[config.mk]
export PLATFORM = sky130hd
export DESIGN_NAME = srdio_top
export DESIGN_NICKNAME = d
export VERILOG_FILES = /design/src/srdio_pkg.sv /design/src/srdio_top.sv
export VERILOG_INCLUDE_DIRS = /design/src /design/src/src
export SDC_FILE = /design/constraint.sdc
export NUM_CORES = 1
export LEC_CHECK = 0
export BUFFER_PORTS_ARGS = -buffer_cell sky130_fd_sc_hd__buf_2
export CORE_UTILIZATION = 43
export CTS_CLUSTER_SIZE = 16
export DETAILED_ROUTE_END_ITERATION = 12
export MAX_ROUTING_LAYER = met4
export REMOVE_ABC_BUFFERS = 1
export SLEW_MARGIN = 20
export SYNTH_ARGS = -nofsm -noshare
export SYNTH_HDL_FRONTEND = slang
export SYNTH_SLANG_ARGS = --single-unit
[constraint.sdc]
create_clock -name i_clk -period 52.5 [get_ports i_clk]
set_input_delay 15.75 -clock i_clk [delete_from_list [all_inputs] [get_ports i_clk]]
set_output_delay 15.75 -clock i_clk [all_outputs]
set_load 0.02 [all_outputs]
[src/srdio_regs.svh]
// Register map, field positions and timing constants of the discrete I/O
`ifndef SRDIO_REGS_SVH
`define SRDIO_REGS_SVH

// Word indices on the bus (byte address is four times the index)
`define SRDIO_W_CMD 6'h00
`define SRDIO_W_CFG 6'h01
`define SRDIO_W_IN_IMG 6'h02
`define SRDIO_W_IN_NOW 6'h03
`define SRDIO_W_IN_RFS 6'h04
`define SRDIO_W_OUT_IMG 6'h05
`define SRDIO_W_OUT_NOW 6'h06
`define SRDIO_W_OUT_RFS 6'h07
`define SRDIO_W_IRQ_EN 6'h08
`define SRDIO_W_TRIG 6'h09
`define SRDIO_W_IRQ_STAT 6'h0a
`define SRDIO_W_IRQ_MASK 6'h0b

// Command register bits
`define SRDIO_B_EOS 0
`define SRDIO_B_STOP 1
`define SRDIO_B_RUN 2
// Config register fields
`define SRDIO_B_HOLD 0
`define SRDIO_F_HS 6:4
`define SRDIO_F_ST 10:8
// Immediate output register: value and lane mask
`define SRDIO_F_ONV 7:0
`define SRDIO_F_ONM 15:8

// Pin counts
`define SRDIO_HS_PINS 6
`define SRDIO_ST_PINS 10
`define SRDIO_N_IN 16
`define SRDIO_N_OUT 8

// Clock and filter tick
`define SRDIO_CLK_NS 25
`define SRDIO_TICK_NS 10000
`define SRDIO_TICK_CYC (`SRDIO_TICK_NS / `SRDIO_CLK_NS)

// Filter settings in microseconds, high-speed group
`define SRDIO_HS_T0 10
`define SRDIO_HS_T1 100
`define SRDIO_HS_T2 200
`define SRDIO_HS_T3 400
`define SRDIO_HS_T4 600
`define SRDIO_HS_T5 1000
// Filter settings in microseconds, standard group
`define SRDIO_ST_T0 100
`define SRDIO_ST_T1 1000
`define SRDIO_ST_T2 5000
`define SRDIO_ST_T3 10000
`define SRDIO_ST_T4 20000
`define SRDIO_ST_T5 70000

`endif

[src/srdio_pkg.sv]
// Types shared by the scan-refreshed discrete I/O block
package srdio_pkg;

  // Wishbone request from the master
  typedef struct packed {
    logic cyc;
    logic stb;
    logic we;
    logic [7:0] adr;
    logic [3:0] sel;
    logic [31:0] dat;
  } srdio_wb_t;

  // Whole state of the block
  typedef struct packed {
    logic [15:0] s1;
    logic [15:0] s2;
    logic [15:0] s3;
    logic [15:0] filt;
    logic [15:0][12:0] cnt;
    logic [8:0] tick_cnt;
    logic tick;
    logic [15:0] in_img;
    logic [7:0] out_img;
    logic [7:0] out_pin;
    logic stopped;
    logic err_hold;
    logic [2:0] hs_sel;
    logic [2:0] st_sel;
    logic [15:0] irq_en;
    logic [31:0] trig;
    logic [15:0] stat;
    logic [15:0] pend;
    logic [15:0] mask;
    logic irq;
    logic ack;
    logic [31:0] dat;
  } srdio_st_t;

endpackage

[src/srdio_top.sv]
// Scan-refreshed discrete I/O: filtered inputs, outputs, input interrupts
`timescale 1ns/10ps
`default_nettype none
`include "srdio_regs.svh"

// Operation
// RQ1 - Sixteen inputs: six fast, ten standard
// RQ2 - Input image updates only at end-of-scan
// RQ3 - Immediate input read returns live filtered pins
// RQ4 - Partial refresh updates named input image bits
// RQ5 - Standard filter from 0.1 to 70 ms
// RQ6 - Fast filter from 0.01 to 1 ms
// RQ7 - Eight outputs follow output image
// RQ8 - Output pins update only at end-of-scan
// RQ9 - Immediate output write drives pin at once
// RQ10 - Partial refresh copies named output bits
// RQ11 - Program stop holds or clears outputs
// RQ12 - Any input may raise an interrupt
// RQ13 - Trigger on rise, fall or both
// RQ14 - One further trigger pends, later dropped
// RQ15 - Filter accepts level stable for ticks
module srdio_top
  import srdio_pkg::*;
(
  // Clock and reset
  input wire logic i_clk,
  input wire logic i_rst_b,
  // Wishbone slave
  input wire srdio_wb_t i_wb,
  output logic o_wb_ack,
  output logic [31:0] o_wb_dat,
  // Field pins
  input wire logic [15:0] i_pin,
  output logic [7:0] o_out,
  // Interrupt to the processor
  output logic o_irq
);

  ////////////////////////////////////////////////////////////////////////
  // Declarations

  srdio_st_t st; // Registered state
  srdio_st_t next_st; // Next state
  logic [5:0] widx; // Word index of the access
  logic [31:0] bm; // Byte lane mask from sel
  logic [31:0] wd; // Write data, lanes applied
  logic [31:0] rd; // Read data mux
  logic wr; // Write takes effect this edge
  logic w_eos; // End-of-scan command
  logic w_stop; // Program stop command
  logic w_run; // Program run command
  logic w_inrfs; // Input partial refresh
  logic w_outnow; // Immediate output write
  logic w_outrfs; // Output partial refresh
  logic [15:0] w_clr; // Interrupt status clear
  logic [12:0] hs_lim; // Fast group limit in ticks
  logic [12:0] st_lim; // Standard group limit in ticks
  logic [15:0] f_next; // Next filtered levels
  logic [15:0][12:0] c_next; // Next stability counts
  logic [15:0] hit; // Interrupt triggers this cycle
  logic [15:0] s_mid; // Status after clear
  logic [15:0] p_mid; // Pending after clear

  ////////////////////////////////////////////////////////////////////////
  // Filter limit lookup

  // Setting to ticks, rounded up so no setting is ever shortened
  function automatic logic [12:0] lim_ticks(input logic hs,
                                            input logic [2:0] sel);
    int us;
    us = 0;
    case (sel)
      3'h0: us = hs ? `SRDIO_HS_T0 : `SRDIO_ST_T0;
      3'h1: us = hs ? `SRDIO_HS_T1 : `SRDIO_ST_T1;
      3'h2: us = hs ? `SRDIO_HS_T2 : `SRDIO_ST_T2;
      3'h3: us = hs ? `SRDIO_HS_T3 : `SRDIO_ST_T3;
      3'h4: us = hs ? `SRDIO_HS_T4 : `SRDIO_ST_T4;
      // Unused codes fall to the longest, safest setting
      default: us = hs ? `SRDIO_HS_T5 : `SRDIO_ST_T5;
    endcase
    return 13'((us * 1000 + `SRDIO_TICK_NS - 1) / `SRDIO_TICK_NS);
  endfunction

  assign hs_lim = lim_ticks(1'b1, st.hs_sel); // [RQ6]
  assign st_lim = lim_ticks(1'b0, st.st_sel); // [RQ5]

  ////////////////////////////////////////////////////////////////////////
  // Bus decode

  // Writes act at the edge where the master sees ack
  assign widx = i_wb.adr[7:2];
  assign bm = {{8{i_wb.sel[3]}}, {8{i_wb.sel[2]}},
               {8{i_wb.sel[1]}}, {8{i_wb.sel[0]}}};
  assign wd = i_wb.dat & bm;
  assign wr = st.ack & i_wb.cyc & i_wb.stb & i_wb.we;

  // Command strobes
  assign w_eos = wr && widx == `SRDIO_W_CMD && wd[`SRDIO_B_EOS];
  assign w_stop = wr && widx == `SRDIO_W_CMD && wd[`SRDIO_B_STOP];
  assign w_run = wr && widx == `SRDIO_W_CMD && wd[`SRDIO_B_RUN];
  assign w_inrfs = wr && widx == `SRDIO_W_IN_RFS;
  assign w_outnow = wr && widx == `SRDIO_W_OUT_NOW;
  assign w_outrfs = wr && widx == `SRDIO_W_OUT_RFS;
  assign w_clr = (wr && widx == `SRDIO_W_IRQ_STAT) ? wd[15:0] : 16'h0000;

  ////////////////////////////////////////////////////////////////////////
  // Per-input filter and edge detect

  // One slice per input; group picks the limit
  for (genvar gi = 0; gi < `SRDIO_N_IN; gi++) begin : g_in
    logic cand; // Candidate level from synchroniser
    logic fire; // Candidate accepted this tick
    logic [12:0] lim; // Limit for this input
    // Fast group is the low six inputs [RQ1]
    assign lim = (gi < `SRDIO_HS_PINS) ? hs_lim : st_lim;
    // Change counts only when stages two and three agree
    assign cand = (st.s2[gi] == st.s3[gi]) ? st.s3[gi] : st.filt[gi];
    // Level must stay for the whole limit [RQ15]
    assign fire = st.tick && cand != st.filt[gi] &&
                  (st.cnt[gi] + 13'h0001) >= lim;
    assign c_next[gi] = (cand == st.filt[gi] || fire) ? 13'h0000 :
                        st.tick ? st.cnt[gi] + 13'h0001 : st.cnt[gi];
    assign f_next[gi] = fire ? cand : st.filt[gi];
    // Rise, fall or both by two trigger bits [RQ12] [RQ13]
    assign hit[gi] = st.irq_en[gi] &
                     ((st.trig[2*gi] & f_next[gi] & ~st.filt[gi]) |
                      (st.trig[2*gi+1] & ~f_next[gi] & st.filt[gi]));
  end

  ////////////////////////////////////////////////////////////////////////
  // Read data

  // Unmapped words read as zero
  always_comb begin
    rd = 32'h0000_0000;
    case (widx)
      `SRDIO_W_CMD: begin
        rd[`SRDIO_B_EOS] = st.stopped;
      end
      `SRDIO_W_CFG: begin
        rd[`SRDIO_B_HOLD] = st.err_hold;
        rd[`SRDIO_F_HS] = st.hs_sel;
        rd[`SRDIO_F_ST] = st.st_sel;
      end
      `SRDIO_W_IN_IMG: rd[15:0] = st.in_img;
      // Live filtered pins, not the image [RQ3]
      `SRDIO_W_IN_NOW: rd[15:0] = st.filt;
      `SRDIO_W_OUT_IMG: rd[7:0] = st.out_img;
      `SRDIO_W_OUT_NOW: rd[7:0] = st.out_pin;
      `SRDIO_W_IRQ_EN: rd[15:0] = st.irq_en;
      `SRDIO_W_TRIG: rd = st.trig;
      `SRDIO_W_IRQ_STAT: rd = {st.pend, st.stat};
      `SRDIO_W_IRQ_MASK: rd[15:0] = st.mask;
      default: rd = 32'h0000_0000;
    endcase
  end

  ////////////////////////////////////////////////////////////////////////
  // Interrupt status after software clear

  // A clear with a pending trigger promotes it rather than losing it
  assign s_mid = st.stat & (~w_clr | st.pend);
  assign p_mid = st.pend & ~(st.stat & w_clr);

  ////////////////////////////////////////////////////////////////////////
  // Next state

  always_comb begin
    next_st = st;
    // Three-stage pin synchroniser
    next_st.s1 = i_pin;
    next_st.s2 = st.s1;
    next_st.s3 = st.s2;
    // Filter tick prescaler
    if (st.tick_cnt == 9'(`SRDIO_TICK_CYC - 1)) begin
      next_st.tick_cnt = 9'h000;
      next_st.tick = 1'b1;
    end else begin
      next_st.tick_cnt = st.tick_cnt + 9'h001;
      next_st.tick = 1'b0;
    end
    next_st.filt = f_next; // [RQ5] [RQ6]
    next_st.cnt = c_next;

    // Bus answer one cycle after the request
    next_st.ack = i_wb.cyc & i_wb.stb & ~st.ack;
    next_st.dat = rd;

    // Plain register writes
    if (wr) begin
      case (widx)
        `SRDIO_W_CFG: begin
          if (i_wb.sel[0])
            next_st.err_hold = wd[`SRDIO_B_HOLD];
          if (i_wb.sel[0])
            next_st.hs_sel = wd[`SRDIO_F_HS];
          if (i_wb.sel[1])
            next_st.st_sel = wd[`SRDIO_F_ST];
        end
        `SRDIO_W_OUT_IMG: begin
          if (i_wb.sel[0])
            next_st.out_img = wd[7:0];
        end
        `SRDIO_W_IRQ_EN: begin
          next_st.irq_en = (st.irq_en & ~bm[15:0]) | wd[15:0]; // [RQ12]
        end
        `SRDIO_W_TRIG: begin
          next_st.trig = (st.trig & ~bm) | wd; // [RQ13]
        end
        `SRDIO_W_IRQ_MASK: begin
          next_st.mask = (st.mask & ~bm[15:0]) | wd[15:0];
        end
        default: begin
        end
      endcase
    end

    // Scan operations run only while the program runs
    if (!st.stopped) begin
      // End of scan refreshes the input image and the output pins
      if (w_eos) begin
        next_st.in_img = st.filt; // [RQ2]
        next_st.out_pin = st.out_img; // [RQ7] [RQ8]
      end
      // Partial input refresh of named bits
      if (w_inrfs) begin
        next_st.in_img = (st.in_img & ~wd[15:0]) | (st.filt & wd[15:0]); // [RQ4]
      end
      // Immediate output updates image and pin together
      if (w_outnow) begin
        next_st.out_img = (st.out_img & ~wd[`SRDIO_F_ONM]) |
                          (wd[`SRDIO_F_ONV] & wd[`SRDIO_F_ONM]); // [RQ9]
        next_st.out_pin = (st.out_pin & ~wd[`SRDIO_F_ONM]) |
                          (wd[`SRDIO_F_ONV] & wd[`SRDIO_F_ONM]); // [RQ9]
      end
      // Partial output refresh of named bits
      if (w_outrfs) begin
        next_st.out_pin = (st.out_pin & ~wd[7:0]) |
                          (st.out_img & wd[7:0]); // [RQ10]
      end
    end

    // Program stop: hold pins or clear them
    if (w_stop) begin
      next_st.stopped = 1'b1;
      if (!st.err_hold)
        next_st.out_pin = 8'h00; // [RQ11]
    end else if (w_run) begin
      next_st.stopped = 1'b0;
    end

    // Trigger sets status, else pends once, else drops [RQ14]
    next_st.stat = s_mid | hit;
    next_st.pend = p_mid | (hit & s_mid);
    // Level interrupt from unmasked status
    next_st.irq = |(st.stat & st.mask);
  end

  ////////////////////////////////////////////////////////////////////////
  // State register

  // All state clears to zero: outputs off, filters idle
  always_ff @(posedge i_clk or negedge i_rst_b) begin
    if (!i_rst_b) begin
      st <= '0;
    end else begin
      st <= next_st;
    end
  end

  // Outputs straight from flops
  assign o_wb_ack = st.ack;
  assign o_wb_dat = st.dat;
  assign o_out = st.out_pin;
  assign o_irq = st.irq;
endmodule // srdio_top

`default_nettype wire

==> results by group <==
CTS
  • CTS tree: yes
  • Latest clock arrival within the worst-skew pair: about 0.63 ns
  • Clock buffer depth: 3
  • Clk sinks: around 450
  • # Post-CTS Setup Buffers: 0
  • Clock transition at the registers of the reported paths: around 0.06 ns
  • H-tree depth: 2
  • Post-CTS Resized: 0
  • CTS Root Cell: clkbuf_16
  • TritonCTS buffer count: 50
  • Hold_buf cts: 0

Power
  • Peak supply drop: 0.0000417 V
  • Psw: approximately 0.71 mW
  • Logic gate share of total power: 54.2%
  • Pwr Density: approximately 36 mW/mm^2
  • Sw frac: around 45%
  • Leak: about 21 nW
  • Power share of the clock group: between 20% and 30%
  • Internal power: a little under 0.9 mW
  • Register share of total power: 22.5%

STA
  • Slew Limit Fails: 0
  • Period utilisation layout: ~55%
  • Endpoints failing setup: 0
  • Tmin final: around 29 ns
  • Maximum clock rate: between 30 and 40 MHz
  • Final hold violation count: 0
  • Clk_skew: approximately 0.062 ns
  • Setup TNS: 0 ns
  • RSZ-0062 raised after global routing: false
  • Fin worst setup slack: approximately 24 ns
  • Worst rel slew slack: between 20% and 30%
  • Slew @ Worst Pin: ~1.1 ns

Place
  • Place WS: approximately 24 ns
  • Post-DP HPWL: approximately 89000 microns
  • PortBufs: approximately 100
  • Routability cong.: between 0.9 and 1

Detailed routing
  • DRT iter0 DRCs: 3069
  • Per-cell routed wire length: about 19 microns
  • DRC: 0
  • 1st-pass router iterations: 8
  • Vias: approximately 37000
  • Antenna Nets Post-Route: 0
  • Final wirelength: around 120000 microns
  • Routed vias/inst: around 5.9

Global routing
  • Initial antenna violation count: 1
  • Via count of the first global-routing pass: 35500
  • Gr ovfl total: 0
  • GRT Total Usage: 25.4%
  • Largest net degree at the start of global routing: 91
  • First-pass GRT wire length: just under 200000 microns

Floorplanning
  • Chip Width: between 300 and 400 microns
  • Die area: between 0.09 and 0.1 sq mm
  • Row cnt: approximately 110
  • Core area: 0.0949 sq mm
  • I/O Pins: around 110
  • DIE HEIGHT: just over 300 microns
  • Initial Util: 43.4%

Critical path
  • R2r endpoint: st[62]
  • Required @ worst endpoint: about 53 ns
  • Setup crit end kind: register
  • WP data arrival: approximately 30 ns
  • R2R depth: 95
  • CP max-delay cell: or4_1
  • R2R Path Start: st[132]
  • Setup slack, reg-to-reg: between 20 and 25 ns
  • Critical Path Fanout Max: 36
  • Slowest Stage Delay on Critical Path: ~0.83 ns
  • Setup crit start kind: register
  • CP Class: register to register
  • CP most frequent cell: o21ai_0

Logic synthesis
  • Synth Register Bits: between 400 and 500
  • Register area share after synthesis: 27.5%
  • Netlist cell types: approximately 130
  • Post-synth EDFFs: 0
  • Largest family of logic cells by synthesized area: simple AND/OR/NAND/NOR gates
  • Post-synth top area share: between 20% and 30%
  • Post-synthesis instance total: 4990
  • Syn_area_per_cell: between 8 and 9 sq um
  • Multiplexer area fraction after synthesis: approximately 4%
  • Synth Area in Compound Gates: 20.5%
  • Area leader, netlist: dfrtp_1
  • Adder-Cell Fraction of Synth Area: 11.4%
  • Mapped Area: about 0.041 sq mm
  • Main area contributors after synthesis: dfrtp_1 (27%), ha_1 (9.3%), nand2_1 (5.6%)
  • Post-synthesis simple-gate area fraction: about a quarter
  • Post-synth top flop: dfrtp_1
  • Synth Area in XOR/XNOR: roughly 7.6%
  • Ys Warns: 0
  • Synth async-reset ratio: 100%

Final layout
  • Syn-to-layout area delta: 7.91%
  • Commonest non-fill, non-tap cell in the layout: nand2_1
  • # diodes: 0
  • Fin nets: ~5400
  • Fillers: 9257
  • Share of cells above drive strength 1: under 10%
  • Most frequent cells in the layout: nand2_1 (615), dfrtp_1 (451), nor2_1 (374)

Worst hold path
  • Hold_sp: next_st[423]
  • Min-delay worst type: register to register
  • Min-Delay Path Depth: 0
  • Hold Crit Endpoint: next_st[407]

Flow run
  • Maxcap violations: 0

Run status
  • Status: complete, no violations
per-layer routing:
layer	share of wire (%)	vias to the layer above	GRT usage, %
met4	2.7	0	6.89
li1	-	18200	-
met5	0	-	-
met1	47	18100	35.2
met2	45	1022	39.5
met3	5.2	185	2.18
power by group through the flow:
stage	sequential [mW]	combinational, mW	clock (mW)
5_1_grt	0.357	0.949	0.391
3_3_place_gp	0.363	0.837	0
3_5_place_dp	0.363	0.842	0
6_report	0.357	0.860	0.369
4_1_cts	0.357	0.847	0.378
2_1_floorplan	0.363	0.636	0
critical path, delay by kind of cell, from the launching register on:
family          cells  cell delay (ns)
compound gates     31             7.35
xor+xnor            7             2.88
fa+ha+maj           8             3.35
buf+inv            15             5.34
flops               1             0.65
mux                 1             0.35
simple gates       33             8.61
metrics by stage:
| step | hold WS [ns] | instance area, sq um | util, % | cells | power [mW] |
|---|---|---|---|---|---|
| 2_1_floorplan | 0.331 | 40200 | - | 4794 | 1.00 |
| 3_3_place_gp | 0.334 | 42700 | 45.0 | 6209 | 1.20 |
| 3_5_place_dp | 0.335 | 42700 | 45.0 | 6209 | 1.21 |
| 4_1_cts | 0.349 | 44400 | 46.8 | 6299 | 1.58 |
| 5_1_grt | 0.354 | 44400 | 46.8 | 6299 | 1.70 |
| 6_report | 0.348 | 44400 | 46.8 | 6299 | 1.59 |
cell type report:
class                           count  area [sq um]  share of cell area (%)
Clock buffer                       72          1440                    3.25
Clock inverter                     18           274                   0.617
Inverter                          199           754                    1.70
Multi-Input combinational cell   4143         28200                    63.4
Sequential cell                   452         11300                    25.5
Tap cell                         1265          1580                    3.56
Timing Repair Buffer              150           876                    1.97
logic make-up (layout without fill, tap and decap cells):
kind of cell	after synthesis	count (layout)
DFF	452	452
buffers and inverters	400	439
xor gates and xnor gates	354	354
AOI/OAI and AO/OA	1256	1256
muxes	147	147
adders and majority gates	350	350
other	1	6
and+or+nand+nor	2030	2030
cell usage after synthesis, types with 61 or more instances:
master / count
dfrtp_1: 452
clkbuf_1: 120
mux2_2: 108
nand2b_1: 163
xnor2_1: 233
nor3_1: 111
o21ai_0: 304
nand4_1: 142
a21oi_1: 292
ha_1: 307
inv_1: 182
nor2_1: 377
and3_1: 61
nor2b_1: 97
nand2_1: 615
xor2_1: 117
nand3_1: 182
worst max path at each step:
stage | startpoint | endpoint | slack, ns | cells after the start
final | st[132] | st[62] | 23.76 | 95
after global routing | st[132] | st[62] | 21.40 | 94
after CTS | st[132] | st[62] | 23.98 | 95
after detailed placement | st[132] | st[62] | 24.09 | 95
after global placement | st[132] | st[62] | 24.03 | 95
after floorplan | st[132] | st[62] | 30.40 | 88
No activity file was read; power rests on OpenSTA's default activity.
